<file path="src/rtl/power_down_pkg.sv">
// power_down_pkg: shared constants and types of the power-down controller
// assumes: 32-bit apb register bus, single 10 MHz core clock
package power_down_pkg;

	// ==========================================================
	// bus geometry
	localparam int ADDR_W = 32;                  // apb address width
	localparam int DATA_W = 32;                  // apb data width
	localparam int LVL_W  = 4;                   // interrupt level width

	// ==========================================================
	// register map
	localparam logic [31:0] STANDBY_CONTROL_ADDR = 32'hffff8614;
	localparam logic [31:0] POWER_STATE_ADDR     = 32'hffff8618;

	// ==========================================================
	// standby_control layout
	localparam int          DEEP_STOP_BIT   = 7; // sleep picks standby
	localparam int          PIN_FLOAT_BIT   = 6; // ports float in standby
	localparam int          ZERO_RSV_BIT    = 5; // reserved, reads 0
	localparam logic [4:0]  ONES_RSV_VALUE  = 5'h1f; // bits 4..0 read 1
	localparam logic [7:0]  STANDBY_CONTROL_RESET = 8'h1f;

	// ==========================================================
	// power_state layout
	localparam int POWER_STATE_SLEEP_BIT   = 0;  // in sleep
	localparam int POWER_STATE_STANDBY_BIT = 1;  // in standby

	// ==========================================================
	// operating modes
	typedef enum logic [1:0] {
		MODE_RUN,
		MODE_SLEEP,
		MODE_STANDBY
	} pd_mode_t;

endpackage

</file>
<file path="src/rtl/wake_filter.sv">
// wake_filter: decides which events may end sleep mode
// assumes: all inputs synchronous to core_clk, levels from intc and dma
`timescale 1ns/100ps
module wake_filter
	import power_down_pkg::*;
(
	input  wire logic                            irqPending,
	input  wire logic                            irqSourceEnable,
	input  wire logic [power_down_pkg::LVL_W-1:0] irqLevel,
	input  wire logic [power_down_pkg::LVL_W-1:0] cpuMaskLevel,
	input  wire logic                            memXferAddrErr,
	input  wire logic                            dataXferAddrErr,
	output      logic                            irqAccept,
	output      logic                            addrErr
);

	// ==========================================================
	// acceptance
	// only a request above the status-word mask and enabled at
	// its source may wake the cpu
	always_comb begin
		irqAccept = irqPending && irqSourceEnable &&
			(irqLevel > cpuMaskLevel);
		addrErr = memXferAddrErr || dataXferAddrErr;
	end

endmodule // wake_filter

</file>
<file path="src/rtl/power_down_mode_control.sv">
// power_down_mode_control: sleep and standby sequencing with apb register
// assumes: apb master on core_clk, reset pins already synchronous
//
// Register access over APB was chosen for this implementation.
`timescale 1ns/100ps
module power_down_mode_control (
	input  wire logic                             core_clk,
	input  wire logic                             rst_n,
	// apb slave
	input  wire logic                             psel,
	input  wire logic                             penable,
	input  wire logic                             pwrite,
	input  wire logic [power_down_pkg::ADDR_W-1:0] paddr,
	input  wire logic [power_down_pkg::DATA_W-1:0] pwdata,
	input  wire logic [3:0]                       pstrb,
	output      logic [power_down_pkg::DATA_W-1:0] prdata,
	output      logic                             pready,
	output      logic                             pslverr,
	// reset pins
	input  wire logic                             power_on_reset_n,
	input  wire logic                             manual_reset_n,
	// cpu, watchdog and interrupt side
	input  wire logic                             sleepExec,
	input  wire logic                             watchdog_run_enable,
	input  wire logic                             irqPending,
	input  wire logic                             irqSourceEnable,
	input  wire logic [power_down_pkg::LVL_W-1:0] irqLevel,
	input  wire logic [power_down_pkg::LVL_W-1:0] cpuMaskLevel,
	input  wire logic                             memXferAddrErr,
	input  wire logic                             dataXferAddrErr,
	// power controls
	output      logic                             cpuHalt,
	output      logic                             clockRun,
	output      logic                             periphRun,
	output      logic                             portFloat,
	output      logic                             wakeIrq,
	output      logic                             wakeAddrErr
);
	import power_down_pkg::*;

	// ==========================================================
	// state
	typedef struct packed {
		pd_mode_t    mode;      // current operating mode
		logic        deepStop;  // deep_stop_select
		logic        pinFloat;  // pin_float_select
		logic [31:0] rdata;     // read data for access phase
		logic        errResp;   // slave error for access phase
		logic        wakeIrq;   // interrupt exception start pulse
		logic        wakeErr;   // address error exception start pulse
	} state_t;

	state_t state_r;            // registered state
	state_t state_nxt;          // next state

	logic irqAccept;            // interrupt may wake cpu
	logic addrErr;              // transfer address error seen
	logic setupPhase;           // apb setup cycle
	logic accessPhase;          // apb access cycle
	logic hitControl;           // address hits standby_control
	logic hitState;             // address hits power_state
	logic [7:0] controlView;    // standby_control as read

	// ==========================================================
	// wake source filtering
	wake_filter u_wake (
		.irqPending      (irqPending),
		.irqSourceEnable (irqSourceEnable),
		.irqLevel        (irqLevel),
		.cpuMaskLevel    (cpuMaskLevel),
		.memXferAddrErr  (memXferAddrErr),
		.dataXferAddrErr (dataXferAddrErr),
		.irqAccept       (irqAccept),
		.addrErr         (addrErr)
	);

	// ==========================================================
	// bus decode
	// answer without wait states, read data prepared in setup
	always_comb begin
		setupPhase  = psel && !penable;
		accessPhase = psel && penable;
		hitControl  = (paddr == STANDBY_CONTROL_ADDR);
		hitState    = (paddr == POWER_STATE_ADDR);
		// reserved bits fixed on read
		controlView = {state_r.deepStop, state_r.pinFloat, 1'b0,
			ONES_RSV_VALUE};
	end

	// ==========================================================
	// next state
	always_comb begin
		state_nxt         = state_r;
		state_nxt.wakeIrq = 1'b0;
		state_nxt.wakeErr = 1'b0;

		// read data and error captured in the setup cycle
		if (setupPhase) begin
			state_nxt.rdata   = 32'h0000_0000;
			state_nxt.errResp = !(hitControl || hitState);
			if (hitControl && !pwrite) begin
				state_nxt.rdata = {24'h00_0000, controlView};
			end else if (hitState && !pwrite) begin
				state_nxt.rdata[POWER_STATE_SLEEP_BIT] =
					(state_r.mode == MODE_SLEEP);
				state_nxt.rdata[POWER_STATE_STANDBY_BIT] =
					(state_r.mode == MODE_STANDBY);
			end
		end

		// register write on the access edge, low byte lane only
		if (accessPhase && pwrite && hitControl && pstrb[0]) begin
			// clearing always allowed, setting blocked by watchdog
			if (!pwdata[DEEP_STOP_BIT] || !watchdog_run_enable) begin
				state_nxt.deepStop = pwdata[DEEP_STOP_BIT];
			end
			if (!pwdata[PIN_FLOAT_BIT] || !watchdog_run_enable) begin
				state_nxt.pinFloat = pwdata[PIN_FLOAT_BIT];
			end
		end

		// mode sequencing
		case (state_r.mode)
			MODE_RUN: begin
				// halt once the sleep instruction completes
				if (sleepExec) begin
					if (state_r.deepStop) begin
						state_nxt.mode = MODE_STANDBY;
					end else begin
						state_nxt.mode = MODE_SLEEP;
					end
				end
			end
			MODE_SLEEP: begin
				// address error outranks an interrupt
				if (addrErr) begin
					state_nxt.mode    = MODE_RUN;
					state_nxt.wakeErr = 1'b1;
				end else if (irqAccept) begin
					state_nxt.mode    = MODE_RUN;
					state_nxt.wakeIrq = 1'b1;
				end
			end
			MODE_STANDBY: begin
				// nothing but power-on reset leaves here
				state_nxt.mode = MODE_STANDBY;
			end
			default: begin
				state_nxt.mode = MODE_RUN;
			end
		endcase

		// manual reset: ends sleep, ignored in standby
		if (!manual_reset_n && (state_r.mode != MODE_STANDBY)) begin
			state_nxt.mode     = MODE_RUN;
			state_nxt.deepStop = 1'b0;
			state_nxt.pinFloat = 1'b0;
			state_nxt.wakeIrq  = 1'b0;
			state_nxt.wakeErr  = 1'b0;
		end

		// power-on reset wins over everything
		if (!power_on_reset_n) begin
			state_nxt.mode     = MODE_RUN;
			state_nxt.deepStop = STANDBY_CONTROL_RESET[DEEP_STOP_BIT];
			state_nxt.pinFloat = STANDBY_CONTROL_RESET[PIN_FLOAT_BIT];
			state_nxt.wakeIrq  = 1'b0;
			state_nxt.wakeErr  = 1'b0;
		end
	end

	// ==========================================================
	// state register
	always_ff @(posedge core_clk or negedge rst_n) begin
		if (!rst_n) begin
			state_r.mode     <= MODE_RUN;
			state_r.deepStop <= STANDBY_CONTROL_RESET[DEEP_STOP_BIT];
			state_r.pinFloat <= STANDBY_CONTROL_RESET[PIN_FLOAT_BIT];
			state_r.rdata    <= 32'h0000_0000;
			state_r.errResp  <= 1'b0;
			state_r.wakeIrq  <= 1'b0;
			state_r.wakeErr  <= 1'b0;
		end else begin
			state_r <= state_nxt;
		end
	end

	// ==========================================================
	// outputs
	always_comb begin
		prdata      = state_r.rdata;
		pready      = 1'b1;
		pslverr     = accessPhase && state_r.errResp;
		// cpu stops in both power-down modes, registers untouched
		cpuHalt     = (state_r.mode != MODE_RUN);
		// clock and peripherals stop only in standby
		clockRun    = (state_r.mode != MODE_STANDBY);
		periphRun   = (state_r.mode != MODE_STANDBY);
		portFloat   = (state_r.mode == MODE_STANDBY) &&
			state_r.pinFloat;
		wakeIrq     = state_r.wakeIrq;
		wakeAddrErr = state_r.wakeErr;
	end
endmodule // power_down_mode_control

</file>
<file path="config.mk">
export PLATFORM = sky130hd
export DESIGN_NAME = power_down_mode_control
export DESIGN_NICKNAME = d
export VERILOG_FILES = /design/src/rtl/power_down_pkg.sv /design/src/rtl/wake_filter.sv /design/src/rtl/power_down_mode_control.sv
export SDC_FILE = /design/constraint.sdc
export NUM_CORES = 1
export LEC_CHECK = 0
export BUFFER_PORTS_ARGS = -buffer_cell sky130_fd_sc_hd__buf_2
export CORE_UTILIZATION = 29
export CTS_CLUSTER_SIZE = 16
export DETAILED_ROUTE_END_ITERATION = 8
export PLACE_DENSITY = 0.74
export SKIP_CTS_REPAIR_TIMING = 1
export SYNTH_ARGS = -nofsm -noshare
export SYNTH_HDL_FRONTEND = slang
export SYNTH_SLANG_ARGS = --single-unit
export TNS_END_PERCENT = 10
</file>
<file path="constraint.sdc">
create_clock -name core_clk -period 0.96 [get_ports core_clk]
set_input_delay 0.096 -clock core_clk [delete_from_list [all_inputs] [get_ports core_clk]]
set_output_delay 0.096 -clock core_clk [all_outputs]
set_load 0.02 [all_outputs]
</file>
* Yosys cells after proc, flatten, opt, wreduce, memory -nomap -nowiden
Index checks and enable logic that the tools add are counted.
Operators by class: magnitude comparators 1, eq/ne operators 10, multiplexer cells 19, reduce and logical (&&, ||, !) cells 28
Operators with widths (count):
- $eq A32 B32 Y1 const B | 2
- $mux W2 | 10
- $logic_and A1 B1 Y1 | 12
- $ne A3 B1 Y1 const B | 3
- $mux W4 | 2
- $logic_not A1 Y1 | 7
- $mux W6 | 1
- $pmux W2 S3 | 1
- $reduce_and A2 Y1 | 3
- $mux W1 | 5
- $ne A5 B4 Y1 const B | 1
- $gt A4 B4 Y1 | 1
- $logic_or A1 B1 Y1 | 4
- $ne A4 B4 Y1 const B | 1
- $eq A2 B1 Y1 const B | 1
- $eq A2 B2 Y1 const B | 1
- $logic_not A2 Y1 | 1
- $ne A2 B2 Y1 const B | 1
- $reduce_bool A2 Y1 | 1
Word-level totals: bits in registers 39, input port bits 89, output and inout port bits 40, logic and storage cells 65

* Logic depth before layout (Yosys ltp)
depth in word-level cells 7, depth in mapped cells 7, mapped depth without buffers 7

* Cells and area by module
A second synthesis with hierarchy kept.
Unflattened totals: cell total of the unflattened synthesis 120, area, all modules 1057.3 um2
Modules (own cells, without submodules):
- power_down_mode_control | times used 1, cells each 105, area an instance 950.9 um2, seq. area each 300.3 um2
- wake_filter | times used 1, cells each 15, area an instance 106.4 um2, seq. area each 0.0 um2

* Least setup slack after synthesis
No wires, ideal clock.
path kind input to register, start point input port paddr[0] (netlist bit), end point register state_r, in the netlist controlView[6], setup time 123 ps, arrival time 1288 ps, data required time 837 ps, slack -451 ps, stages on the path 5, path buffers 0, path through nand4b_1 > nor4_1 > nand4_1 > or3_1 > o221a_1
Between the ends: cells in the longest elaborated chain, start to end 5
RTL lines:
- start, declared | line power_down_mode_control.sv:13 | input wire logic [power_down_pkg::ADDR_W-1:0] paddr,
- $eq A32 B32 Y1 | line power_down_mode_control.sv:83 | hitControl = (paddr == STANDBY_CONTROL_ADDR);
- $logic_and A1 B1 Y1 (2 in series) | line power_down_mode_control.sv:112 | if (accessPhase && pwrite && hitControl && pstrb[0]) begin
- $ne A3 B1 Y1 (no line)
- $reduce_and A2 Y1 (no line)
- end signal, assigned | line power_down_mode_control.sv:184 | state_r <= state_nxt;
- end, declared | line power_down_mode_control.sv:53 | state_t state_r;
Every way passes these cells. A chain may end at the register's enable or synchronous reset.

* Final worst setup path
start point input port paddr[7] (netlist bit), end point register state_r, in the netlist controlView[7]
The elaborated chain is that of the path after synthesis.

==> results.sh <==
export IMPL_grt_pass1_vias=847
export IMPL_cts_buffers=3
export IMPL_die_w_um=60.79
export IMPL_synth_area_top_cells="dfrtp_1 30%, buf_4 25%, ha_1 5.0%"
export IMPL_hold_class="input port to register"
export IMPL_dp_cells=231
export IMPL_dr_pass1_iters=4
export IMPL_path_delay_family="simple AND/OR/NAND/NOR gates"
export IMPL_synth_area_mm2=0.001002
export IMPL_period_needed_ns=1.314
export IMPL_cp_num_buf_inv=1
export IMPL_gp_congestion=0.7496
export IMPL_antenna_found_initial=0
export IMPL_yosysWarnings=0
export IMPL_finalClockSkew_ns=0.002772
export IMPL_path_depth=6
export IMPL_cp_endpoint="controlView[7]$_DFFE_PN0P_"
export IMPL_holdWs_ns=0.006782
export IMPL_drt_wl_total_mm=2.422
export IMPL_ff2ff_path_depth=5
export IMPL_fin_setup_tns_ns=-3.690
export IMPL_rr_endpoint="state_r[37]$_DFFE_PN0P_"
export IMPL_core_rowCount=20
export IMPL_grt_max_degree=13
export IMPL_setup_viol=16
export IMPL_period_share_pct=136.8
export IMPL_rr_startpoint="state_r[38]$_DFFE_PN0P_"
export IMPL_ys_flop_type="dfrtp_1"
export IMPL_yosysTopAreaCell="dfrtp_1"
export IMPL_rsz0062_at_grt="yes"
export IMPL_viasPerCell=4.161
export IMPL_slowest_delay_ns=0.39
export IMPL_hold_viol=0
export IMPL_cts_tree="built"
export IMPL_layout_nets=286
export IMPL_portBuffers=69
export IMPL_grt_util_all_layers_pct=12.21
export IMPL_synth_common_cells="34 x buf_4, 12 x dfrtp_1, 9 x nand2_1, 7 x nor2_1, 6 x inv_1"
export IMPL_synth_edf_count=0
export IMPL_dr_total_vias=982
export IMPL_crit_path_start="paddr[7]"
export IMPL_post_drt_wl_per_cell_um=10.26
export IMPL_drc=0
export IMPL_violations="setup timing"
export IMPL_worst_setup_path_type="input port to register"
export IMPL_instances_no_fill=236
export IMPL_setup_slack_ns=-0.3536
export IMPL_cts_root_buf="clkbuf_4"
export IMPL_ys_ff_latch=12
export IMPL_timing_fmax_mhz=761.2
export IMPL_dieArea_mm2=0.003695
export IMPL_clock_sinks=12
export IMPL_crit_arrival_ns=1.49
export IMPL_htree_levels=1
export IMPL_end_kind="register"
export IMPL_netlist_instances=118
export IMPL_power_density_mw_per_mm2=895.8
export IMPL_ios=129
export IMPL_yosysMostFrequentCell="buf_4"
export IMPL_hold_start="dataXferAddrErr"
export IMPL_synth_cell_types=29
export IMPL_status="finished with violations"
export IMPL_final_max_slew_viol_count=0
export IMPL_syn_to_final_growth_pct=43.94
export IMPL_synth_area_per_cell_um2=8.493
export IMPL_path_max_fanout=4
export IMPL_synth_yosys_seq_area_share_pct=29.96
export IMPL_cts_buffer_depth=2
export IMPL_clk_pin_slew_worst_paths_ns=0.07
export IMPL_fp_dieH_um=60.79
export IMPL_core_area_mm2=0.003153
export IMPL_required_ns=1.13
export IMPL_ir_worst_vdd_v=0.0003510
export IMPL_clk_latency_ns=0.28
export IMPL_cp_slowest_cell="or3_4"
export IMPL_drive_gt1_share_pct=52.08
export IMPL_cap_violations=0
export IMPL_r2r_setup_slack_ns=-0.09
export IMPL_cp_start_kind="input port"
export IMPL_diodes=0
export IMPL_path_cells="buf_2 -> nor4b_2 -> and3_1 -> nand4_1 -> or3_4 -> o221a_1"
export IMPL_cellLeakagePower_uw=0.0007699
export IMPL_fin_util_pct=45.75
export IMPL_place_ws_ns=-0.6901
export IMPL_start_util_pct=31.79
export IMPL_ant_nets=0
export IMPL_hpwl_mm=1.949
export IMPL_yosys_area_top_type_share_pct=29.96
export IMPL_async_reset_ff_share_pct=100.0
export IMPL_grt_ovfl_total=0
export IMPL_grt_pass1_wl_mm=3.332
export IMPL_drtIter0Drc=20
## sequential cells by signal, indices dropped and copies added (netlist names)
| signal | flops |
|---|---|
| controlView | 2 |
| wakeAddrErr | 1 |
| prdata | 5 |
| wakeIrq | 1 |
| state_r | 3 |
## worst reg2reg max path: cells and delay by family, from the launching register on
kind	cells	cell delay (ns)
AOI/OAI and AO/OA	1	0.14
DFF	1	0.40
buffers and inverters	1	0.09
and+or+nand+nor	3	0.36
## how the worst min path moves through the flow
stage,endpoint,slack (ns),cells after the start
after CTS,prdata[0]$_DFFE_PN0P_,-0.32,1
after detailed placement,prdata[6]$_DFFE_PN0P_,-0.02,1
after global routing,wakeIrq$_DFF_PN0_,0.007,2
after floorplan,controlView[6]$_DFFE_PN0P_,-0.20,0
after global placement,prdata[7]$_DFFE_PN0P_,-0.02,1
final,wakeIrq$_DFF_PN0_,0.007,2
## per-layer routing
metal / up-vias / global-route usage, % / part of all wire [%] / wire (µm)
met1: 438 / 13.65 / 41 / 989
met5: - / 0 / 0 / 0
met3: 3 / 2.772 / 6.4 / 156
met2: 43 / 21.82 / 51 / 1243
li1: 498 / - / - / -
met4: 0 / 5.844 / 1.4 / 33
## cell type report
type / count / area [µm²]
inverters: 6 / 22.52
repair buffers: 81 / 450.4
flip-flops and latches: 12 / 301.5
multi-input cells: 89 / 576.8
fillers: 327 / 1710
well taps: 44 / 55.05
clock buffers: 4 / 36.28
## report_power, final
group	internal (µW)	switching [µW]	total [µW]	leakage, µW
combinational	161	206	367	0.000586
clock	231	175	406	0.0000210
sequential	513	6.64	519	0.000163
total	905	388	1290	0.000770
## stage by stage
step / total power [µW] / instance area, µm²
floorplan: 777.8 / 1092
global placement: 861.7 / 1316
detailed placement: 865.9 / 1316
CTS: 1264 / 1353
global route: 1354 / 1443
finish: 1292 / 1443
## kinds of logic after synthesis
kind of cell / count (synthesis) / share of synthesized area, %
and+or+nand+nor: 43 / 24.47
adders and majority gates: 4 / 4.994
DFF: 12 / 29.96
AOI/OAI and AO/OA: 16 / 11.74
other: 2 / 0.7493
buffers and inverters: 41 / 28.09
## cells in the final DEF, fill, tap and decap left out, drive strengths merged
cell         instances
o21ai                3
nor2b                3
nand4                4
nand4b               3
a31oi                1
o31ai                3
nor4                 3
a21oi                2
o221a                2
and3                 3
clkbuf               4
nand2b               2
conb                26
nor3                 1
inv                  6
and2                 1
nor4b                2
or2                  2
dlygate4sd3          1
nor3b                1
nor2                 7
o21a                 3
or3                  1
ha                   4
buf                 80
dfrtp               12
and4b                1
nand2                9
o2111ai              1
a32o                 1
Power figures use the tool's default switching activity.
